`src/uc0_params.svh`:
```
// Constants for the serial port 0 control/status block
//Contract
//RULE1: Control/status register sits at special function address 98 hex, read and write.
//RULE2: Bits 7 and 6 give the mode number, 00 to 11 for modes 0 to 3.
//RULE3: Mode 0 shifts at clock over 12 with bit 5 clear, faster with it set.
//RULE4: Mode 1 with bit 5 set flags reception only for a high stop bit.
//RULE5: Mode 1 with bit 5 clear flags reception at every frame end.
//RULE6: Frames are accepted only while receive enable is set; line ignored otherwise.
//RULE7: Modes 2 and 3 send bit 3 as the ninth data bit.
//RULE8: Bit 2 takes stop bit in mode 1, ninth bit in modes 2 and 3.
//RULE9: Mode 0 sets transmit-complete when the eighth bit time ends.
//RULE10: Modes 1 to 3 set transmit-complete as the stop bit time begins.
//RULE11: Transmit-complete is never cleared by hardware; software writes it zero.
//RULE12: Mode 0 with bit 5 set shifts at a quarter of the clock.
//RULE13: Receive-complete bit 0 set at frame end; only software clears it.
//RULE14: Interrupt request raised while either completion flag is set.
//RULE15: CPU writes update all eight bits, including both completion flags.
`ifndef UC0_PARAMS_SVH
`define UC0_PARAMS_SVH
`define UC0_CTRL_ADDR 8'h98
`define UC0_CTRL_RESET 8'h00
`define UC0_READ_IDLE 8'h00
`define UC0_DIV_SLOW 12
`define UC0_DIV_FAST 4
`define UC0_DIV_CNT_W 4
`endif

```
`src/uc0_pkg.sv`:
```
// Types shared by the serial port 0 control/status block
package uc0_pkg;
   typedef enum logic [1:0] {
      UC0_MODE0 = 2'b00,
      UC0_MODE1 = 2'b01,
      UC0_MODE2 = 2'b10,
      UC0_MODE3 = 2'b11
   } uc0_mode_type;

   // Field layout of the control/status register, bit 7 first
   typedef struct packed {
      uc0_mode_type mode;
      logic rateSel;
      logic rxEnable;
      logic txNinth;
      logic rxNinth;
      logic txDone;
      logic rxDone;
   } uc0_ctrl_type;
endpackage

```
`src/uc0_control_status.sv`:
```
// Serial port 0 control/status register with completion flags and mode 0 rate
`timescale 1ns/1ps
`include "uc0_params.svh"
module uc0_control_status (
   // Clock and reset
   input wire logic sys_clk,
   input wire logic srst,
   // Special function register port
   input wire logic [7:0] sfrAddr,
   input wire logic sfrWrEn,
   input wire logic [7:0] sfrWrData,
   input wire logic sfrRdEn,
   output logic [7:0] sfrRdData,
   // Events from the shifter datapath
   input wire logic txEighthEnd,
   input wire logic txStopBegin,
   input wire logic rxFrameEnd,
   input wire logic rxStopBit,
   input wire logic rxNinthBit,
   // Receive pin
   input wire logic rxPin,
   // Control outputs
   output uc0_pkg::uc0_mode_type opMode,
   output logic rxEnableOut,
   output logic txNinthBitOut,
   output logic rxLineGated,
   output logic shiftTick,
   output logic serialIrq
);
   import uc0_pkg::*;

   typedef struct packed {
      uc0_ctrl_type ctrl;
      logic [7:0] rdData;
      logic rxSync1;
      logic rxSync2;
      logic rxLine;
      uc0_mode_type modeOut;
      logic renOut;
      logic tb8Out;
      logic tick;
      logic irq;
      logic [4:0] quietCnt;
   } uc0_state_type;

   localparam uc0_state_type RESET_STATE = '{
      ctrl: `UC0_CTRL_RESET,
      rdData: `UC0_READ_IDLE,
      rxSync1: 1'b1,
      rxSync2: 1'b1,
      rxLine: 1'b1,
      modeOut: UC0_MODE0,
      renOut: 1'b0,
      tb8Out: 1'b0,
      tick: 1'b0,
      irq: 1'b0,
      quietCnt: 5'h00
   };

   uc0_state_type st_reg;
   uc0_state_type st_next;
   logic wrHit;
   logic rdHit;
   logic rxAccepted;
   logic divTick;

   // Mode 0 rate divider, stopped outside mode 0
   uc0_rate_div #(
      .CNT_W(`UC0_DIV_CNT_W)
   ) uc0_rate_div_inst (
      .sys_clk(sys_clk),
      .srst(srst),
      .run(st_reg.ctrl.mode == UC0_MODE0),
      .fastSel(st_reg.ctrl.rateSel),
      .tick(divTick)
   );

   // Next state; hardware sets are applied after the CPU write so a set wins over a clear
   always_comb
   begin
      st_next = st_reg;
      wrHit = sfrWrEn && (sfrAddr == `UC0_CTRL_ADDR); // RULE1
      rdHit = sfrRdEn && (sfrAddr == `UC0_CTRL_ADDR); // RULE1
      rxAccepted = rxFrameEnd && st_reg.ctrl.rxEnable; // RULE6
      if (wrHit)
      begin
         st_next.ctrl = uc0_ctrl_type'(sfrWrData); // RULE15 RULE11 RULE13
      end
      // Receive completion depends on the mode in force when the frame ends
      if (rxAccepted)
      begin
         unique case (st_reg.ctrl.mode) // RULE2
            UC0_MODE0:
            begin
               st_next.ctrl.rxDone = 1'b1; // RULE13
            end
            UC0_MODE1:
            begin
               st_next.ctrl.rxNinth = rxStopBit; // RULE8
               if (!st_reg.ctrl.rateSel || rxStopBit) // RULE4 RULE5
               begin
                  st_next.ctrl.rxDone = 1'b1; // RULE13
               end
            end
            UC0_MODE2, UC0_MODE3:
            begin
               st_next.ctrl.rxNinth = rxNinthBit; // RULE8
               st_next.ctrl.rxDone = 1'b1; // RULE13
            end
         endcase
      end
      // Transmit completion point moves with the frame format
      if (st_reg.ctrl.mode == UC0_MODE0)
      begin
         if (txEighthEnd)
         begin
            st_next.ctrl.txDone = 1'b1; // RULE9
         end
      end
      else if (txStopBegin)
      begin
         st_next.ctrl.txDone = 1'b1; // RULE10
      end
      // Read data answers one cycle later; unaddressed reads return zero
      st_next.rdData = rdHit ? st_reg.ctrl : `UC0_READ_IDLE; // RULE1
      // Receive pin synchroniser, then idle-high unless reception is enabled
      st_next.rxSync1 = rxPin;
      st_next.rxSync2 = st_reg.rxSync1;
      st_next.rxLine = st_reg.ctrl.rxEnable ? st_reg.rxSync2 : 1'b1; // RULE6
      // Outputs other than the shift tick track the register as it will stand next cycle
      st_next.modeOut = st_next.ctrl.mode; // RULE2
      st_next.renOut = st_next.ctrl.rxEnable;
      st_next.tb8Out = st_next.ctrl.txNinth; // RULE7
      st_next.tick = divTick; // RULE3 RULE12
      st_next.irq = st_next.ctrl.txDone || st_next.ctrl.rxDone; // RULE14
      // Saturating count of cycles since a register write; lets rate checks skip reconfiguration
      if (wrHit)
      begin
         st_next.quietCnt = 5'h00;
      end
      else if (st_reg.quietCnt != 5'h1F)
      begin
         st_next.quietCnt = st_reg.quietCnt + 5'h01;
      end
   end

   // State register
   always_ff @(posedge sys_clk)
   begin
      if (srst)
      begin
         st_reg <= RESET_STATE;
      end
      else
      begin
         st_reg <= st_next;
      end
   end

   assign sfrRdData = st_reg.rdData;
   assign opMode = st_reg.modeOut;
   assign rxEnableOut = st_reg.renOut;
   assign txNinthBitOut = st_reg.tb8Out;
   assign rxLineGated = st_reg.rxLine;
   assign shiftTick = st_reg.tick;
   assign serialIrq = st_reg.irq;

   property p_read;
      @(posedge sys_clk) disable iff (srst)
      (sfrRdEn && sfrAddr == `UC0_CTRL_ADDR) |=> (sfrRdData == $past(st_reg.ctrl));
   endproperty
   a_read: assert property (p_read) else $error("read data does not match register"); // RULE1

   property p_mode;
      @(posedge sys_clk) disable iff (srst)
      (sfrWrEn && sfrAddr == `UC0_CTRL_ADDR) |=> (opMode == uc0_mode_type'($past(sfrWrData[7:6])));
   endproperty
   a_mode: assert property (p_mode) else $error("mode output ignores write"); // RULE2

   property p_slow;
      @(posedge sys_clk) disable iff (srst)
      (shiftTick && opMode == UC0_MODE0 && !st_reg.ctrl.rateSel && st_reg.quietCnt >= 5'h06)
         |-> ##12 (shiftTick || st_reg.quietCnt < 5'h0D);
   endproperty
   a_slow: assert property (p_slow) else $error("slow shift period is not 12"); // RULE3

   property p_fast;
      @(posedge sys_clk) disable iff (srst)
      (shiftTick && opMode == UC0_MODE0 && st_reg.ctrl.rateSel && st_reg.quietCnt >= 5'h06)
         |=> (!shiftTick || st_reg.quietCnt < 5'h02)[*3] ##1 (shiftTick || st_reg.quietCnt < 5'h05);
   endproperty
   a_fast: assert property (p_fast) else $error("fast shift period is not 4"); // RULE12

   property p_stop_filter;
      @(posedge sys_clk) disable iff (srst)
      (rxFrameEnd && st_reg.ctrl.rxEnable && st_reg.ctrl.mode == UC0_MODE1 && st_reg.ctrl.rateSel
         && !rxStopBit && !st_reg.ctrl.rxDone && !sfrWrEn) |=> !st_reg.ctrl.rxDone;
   endproperty
   a_stop_filter: assert property (p_stop_filter) else $error("low stop bit flagged"); // RULE4

   property p_rx_any;
      @(posedge sys_clk) disable iff (srst)
      (rxFrameEnd && st_reg.ctrl.rxEnable && st_reg.ctrl.mode == UC0_MODE1 && !st_reg.ctrl.rateSel)
         |=> (st_reg.ctrl.rxDone && serialIrq);
   endproperty
   a_rx_any: assert property (p_rx_any) else $error("frame end not flagged"); // RULE5

   property p_rx_off;
      @(posedge sys_clk) disable iff (srst)
      (!st_reg.ctrl.rxEnable && !sfrWrEn) |=> ($stable(st_reg.ctrl.rxDone) && $stable(st_reg.ctrl.rxNinth)
         && rxLineGated);
   endproperty
   a_rx_off: assert property (p_rx_off) else $error("receive acted while disabled"); // RULE6

   property p_tb8;
      @(posedge sys_clk) disable iff (srst)
      (sfrWrEn && sfrAddr == `UC0_CTRL_ADDR) |=> (txNinthBitOut == $past(sfrWrData[3]));
   endproperty
   a_tb8: assert property (p_tb8) else $error("ninth transmit bit wrong"); // RULE7

   property p_rb8;
      @(posedge sys_clk) disable iff (srst)
      (rxFrameEnd && st_reg.ctrl.rxEnable && st_reg.ctrl.mode != UC0_MODE0)
         |=> (st_reg.ctrl.rxNinth == ($past(st_reg.ctrl.mode) == UC0_MODE1 ? $past(rxStopBit) : $past(rxNinthBit)));
   endproperty
   a_rb8: assert property (p_rb8) else $error("received ninth bit not loaded"); // RULE8

   property p_tx_m0;
      @(posedge sys_clk) disable iff (srst)
      (txEighthEnd && st_reg.ctrl.mode == UC0_MODE0) |=> st_reg.ctrl.txDone;
   endproperty
   a_tx_m0: assert property (p_tx_m0) else $error("mode 0 transmit flag not set"); // RULE9

   property p_tx_stop;
      @(posedge sys_clk) disable iff (srst)
      (txStopBegin && st_reg.ctrl.mode != UC0_MODE0) |=> st_reg.ctrl.txDone;
   endproperty
   a_tx_stop: assert property (p_tx_stop) else $error("stop-time transmit flag not set"); // RULE10

   property p_flags_hold;
      @(posedge sys_clk) disable iff (srst)
      (st_reg.ctrl.txDone && !wrHit) |=> st_reg.ctrl.txDone;
   endproperty
   a_flags_hold: assert property (p_flags_hold) else $error("transmit flag cleared by hardware"); // RULE11

   property p_rx_hold;
      @(posedge sys_clk) disable iff (srst)
      (st_reg.ctrl.rxDone && !wrHit) |=> st_reg.ctrl.rxDone;
   endproperty
   a_rx_hold: assert property (p_rx_hold) else $error("receive flag cleared by hardware"); // RULE13

   property p_irq;
      @(posedge sys_clk) disable iff (srst)
      serialIrq == (st_reg.ctrl.txDone || st_reg.ctrl.rxDone);
   endproperty
   a_irq: assert property (p_irq) else $error("interrupt request disagrees with flags"); // RULE14

   property p_write_all;
      @(posedge sys_clk) disable iff (srst)
      (wrHit && !rxFrameEnd && !txEighthEnd && !txStopBegin) |=> (st_reg.ctrl == $past(sfrWrData));
   endproperty
   a_write_all: assert property (p_write_all) else $error("write did not load all bits"); // RULE15
endmodule

```
`src/uc0_rate_div.sv`:
```
// Mode 0 shift rate divider giving a one-cycle enable pulse
`timescale 1ns/1ps
`include "uc0_params.svh"
module uc0_rate_div #(
   parameter int CNT_W = `UC0_DIV_CNT_W
) (
   // Clock and reset
   input wire logic sys_clk,
   input wire logic srst,
   // Control
   input wire logic run,
   input wire logic fastSel,
   // Enable pulse
   output logic tick
);
   typedef struct packed {
      logic [CNT_W-1:0] cnt;
      logic fastPrev;
      logic tick;
   } uc0_div_state_type;

   uc0_div_state_type div_reg;
   uc0_div_state_type div_next;
   logic [CNT_W-1:0] loadVal;

   // Reload value; a change of rate restarts the count so no short period leaks out
   always_comb
   begin
      loadVal = fastSel ? CNT_W'(`UC0_DIV_FAST - 1) : CNT_W'(`UC0_DIV_SLOW - 1); // RULE3 RULE12
      div_next = div_reg;
      div_next.tick = 1'b0;
      div_next.fastPrev = fastSel;
      if (!run || fastSel != div_reg.fastPrev)
      begin
         div_next.cnt = loadVal;
      end
      else if (div_reg.cnt == '0)
      begin
         div_next.cnt = loadVal;
         div_next.tick = 1'b1;
      end
      else
      begin
         div_next.cnt = div_reg.cnt - 1'b1;
      end
   end

   // State register
   always_ff @(posedge sys_clk)
   begin
      if (srst)
      begin
         div_reg <= '0;
      end
      else
      begin
         div_reg <= div_next;
      end
   end

   assign tick = div_reg.tick;
endmodule

```
`config.mk`:
```
export PLATFORM = sky130hd
export DESIGN_NAME = uc0_control_status
export DESIGN_NICKNAME = d
export VERILOG_FILES = /design/src/uc0_pkg.sv /design/src/uc0_control_status.sv /design/src/uc0_rate_div.sv
export VERILOG_INCLUDE_DIRS = /design/src
export SDC_FILE = /design/constraint.sdc
export NUM_CORES = 1
export LEC_CHECK = 0
export BUFFER_PORTS_ARGS = -buffer_cell sky130_fd_sc_hd__buf_4
export CAP_MARGIN = 20
export CORE_MARGIN = 5
export CORE_UTILIZATION = 47
export DETAILED_ROUTE_END_ITERATION = 8
export PLACE_DENSITY = 0.76
export SYNTH_ARGS = -nofsm -noshare
export SYNTH_HDL_FRONTEND = slang
export SYNTH_SLANG_ARGS = --single-unit
```
`constraint.sdc`:
```
create_clock -name sys_clk -period 1.9 [get_ports sys_clk]
set_clock_uncertainty 0.1 [all_clocks]
set_input_delay 0 -clock sys_clk [delete_from_list [all_inputs] [get_ports sys_clk]]
set_output_delay 0 -clock sys_clk [all_outputs]
set_load 0.005 [all_outputs]
```
==> implementation parameters <==
Parameter                              Value

Status
  Run status ... complete, but fails checks
  Violations in the final reports ... hold timing

Routing
  DRT iter0 DRCs ... 8
  Total number of vias ... 893
  Count of TritonRoute iterations in the first routing pass ... 4
  Vias per cell ... 4.93
  Routed len/inst ... around 13 um
  Drt drc ... 0
  Number of antenna-violating nets in the routed design ... 0
  Final wirelength ... between 2 and 2.5 mm

CTS
  Clock Tree Root ... sky130_fd_sc_hd__clkbuf_4
  Post-cts gate resize count ... 0
  Sinks on Clock Net ... 27
  Clk Latency, worst-skew pair ... between 300 and 400 ps
  CTS tree ... yes
  Clock edge transition at the registers on the reported setup and hold paths ... 150 ps
  Maximum level of the CTS H-tree ... 1
  Cts bufs inserted ... 3
  Max Buffers Root-to-Sink ... 2

Synthesis
  Cell area after synthesis ... 1060 um2
  Share of Yosys cell area claimed by the top area cell type ... 0.508
  Fraction of the yosys area taken by sequential cells ... 0.508
  Unique cell type count in the Yosys netlist ... 29
  Post-synth top flop ... sky130_fd_sc_hd__dfxtp_1
  Ranking of synthesized cells by area ... sky130_fd_sc_hd__dfxtp_1, sky130_fd_sc_hd__buf_4, sky130_fd_sc_hd__mux2i_1, sky130_fd_sc_hd__and2_1, sky130_fd_sc_hd__nor2_1
  Cells after Synth ... slightly above 100
  Largest area contributor in the synthesized netlist ... sky130_fd_sc_hd__dfxtp_1
  Number of flops mapped to enable cells by yosys ... 0
  Syn Nets ... 128
  Ys async rst share ... 0
  Synthesized area divided by synthesized cell count ... between 10 and 15 um2
  Post-synthesis register bit count ... 27
  Warning count from the yosys run ... 0

Cells and area
  Most frequent standard cell in the layout excluding fill and tap cells ... sky130_fd_sc_hd__buf_4
  Total area of multi-input combinational cells ... approximately 430 um2
  Number of nets in the layout ... around 180
  Fill cell instance count of the final layout ... ~160
  Top library cells by usage in the layout, fill and taps aside ... sky130_fd_sc_hd__buf_4, sky130_fd_sc_hd__dfxtp_1, sky130_fd_sc_hd__dlygate4sd3_1, sky130_fd_sc_hd__nor2_1, sky130_fd_sc_hd__and2_1
  Proportion of layout cells with a drive suffix above 1 ... 0.353
  Flip-flop count of the largest register, all copies and words added ... 8
  Footprint of the flip-flops and latches ... around 540 um2
  Count of antenna diodes in the layout ... 0
  Layout overhead on the synthesized area ... 45.1%

Pwr
  P per Cell Area ... between 700 and 800 nW/um2
  Leakage power summed over all cells ... 0.000737 uW
  Total power ... around 1100 uW
  Largest voltage drop on the vdd net ... 0.574 mV

Global route
  Number of antenna violations at the first check in global routing ... 0
  First-pass GRT wire length ... just under 4 mm
  Via count of the first global-routing pass ... slightly below 900
  GRT overflow ... 0
  Maximum number of pins on one net before global-route repair ... 22
  Total global-route track usage ... 0.151

STA
  Count of endpoints failing setup in the final report ... 0
  Setup repair after global routing missed its margin ... no
  Hold Violations, Final ... 1
  Final clock period utilization by the worst path ... 0.906
  Final Max Tran Viols ... 0
  Hold Slack ... -7.67 ps
  Worst Tran Pin Value ... roughly 330 ps
  Worst max-slew margin expressed relative to the limit ... 0.782
  Post-layout minimum cycle time ... approximately 1700 ps
  Maximum operating frequency ... 581 MHz
  Setup total negative slack ... 0 ps

Placement
  Number of input and output port buffers inserted ... 40
  Post-DP HPWL ... ~1.7 mm
  Final weighted congestion in routability-driven placement ... 0.744

Die
  Area of the die ... 3320 um2
  Core region area ... approximately 2200 um2
  Number of top-level pins ... slightly above 40
  Row Count ... 17
  Starting density of the core ... 0.486
  Width of the die ... between 50 and 60 um
  DIE HEIGHT ... ~58 um

Setup path
  Crit end category ... flip-flop
  CP Data Arrival Time ... 1860 ps
  Biggest fanout along the worst timing path ... 7
  Crit Path Class ... reg2reg
  Worst setup SP type ... flip-flop
  Data required time of the critical path ... 2040 ps

Run
  Max-capacitance violation count ... 0

Worst hold path
  HP Class ... in2reg
-- timing repair --
action | in CTS | in global routing
hold buffers | 19 | 0
setup buffers | 0 | 0
hold endpoints to repair | 19 | 0
-- critical path, stage by stage, from the launching register on --
cell and delay [ps]:
sky130_fd_sc_hd__dfxtp_1 470, sky130_fd_sc_hd__nor2_1 110, sky130_fd_sc_hd__buf_4 160, sky130_fd_sc_hd__o21bai_1 140
sky130_fd_sc_hd__o32ai_1 80, sky130_fd_sc_hd__dlygate4sd3_1 560
-- report_power, final --
group	switching (uW)	internal, uW
clock	178	80.7
sequential	24.9	609
combinational	81.0	115
total	284	805
-- logic make-up (layout without fill, tap and decap cells) --
| family | after synthesis | in the layout | synth area share |
|---|---|---|---|
| adders and majority gates | 1 | 1 | 0.0117 |
| AOI/OAI and AO/OA | 8 | 8 | 0.0552 |
| muxes | 8 | 8 | 0.0764 |
| DFF | 27 | 27 | 0.508 |
| buffers and inverters | 14 | 66 | 0.0846 |
| xor gates and xnor gates | 3 | 3 | 0.0247 |
| and+or+nand+nor | 40 | 40 | 0.240 |
-- synthesized netlist by cell type (all sizes together) (2+ instances only) --
library cell,instances
a211oi,2
a21oi,2
a31oi,2
and2,8
buf,10
clkbuf,2
dfxtp,27
inv,2
mux2i,7
nand2,4
nand3,3
nor2,12
nor2b,2
nor3,3
or2,2
xnor2,2
-- metal layers --
metal / up-vias / wire (um) / track usage
met3: 7 / 91 / 0.0113
li1: 435 / - / -
met1: 427 / 956 / 0.173
met4: 0 / 57 / 0.0828
met5: - / 0 / 0
met2: 24 / 1260 / 0.274
-- layout make-up --
class,count,area share
clock buffer,3,0.0146
tap,28,0.0227
multi-input combinational,60,0.281
timing repair buffer,60,0.322
clock inverter,1,0.00486
inverter,2,0.00486
sequential,27,0.350
-- path summary, 6_finish.rpt --
kind / end / slack [ps] / depth (start not counted) / startpoint
setup reg to reg: st_reg[24] / 180 / 5 / opMode[1]
setup / recovery: st_reg[24] / 180 / 5 / opMode[1]
hold reg to reg: rxLineGated / 330 / 2 / st_reg[12]
hold / removal: st_reg[22] / -8 / 4 / rxStopBit
-- per-stage QoR --
stage	hold slack (ps)	std cells	utilization	setup slack, ps	instance area, um2
floorplan	3.81	101	-	446	1060
global placement	84.6	158	0.605	458	1330
detailed placement	90.2	158	0.605	372	1330
CTS	3.08	181	0.705	229	1550
global route	21.8	181	0.705	133	1550
finish	-7.67	181	0.705	178	1550
Power figures use the tool's default switching activity.
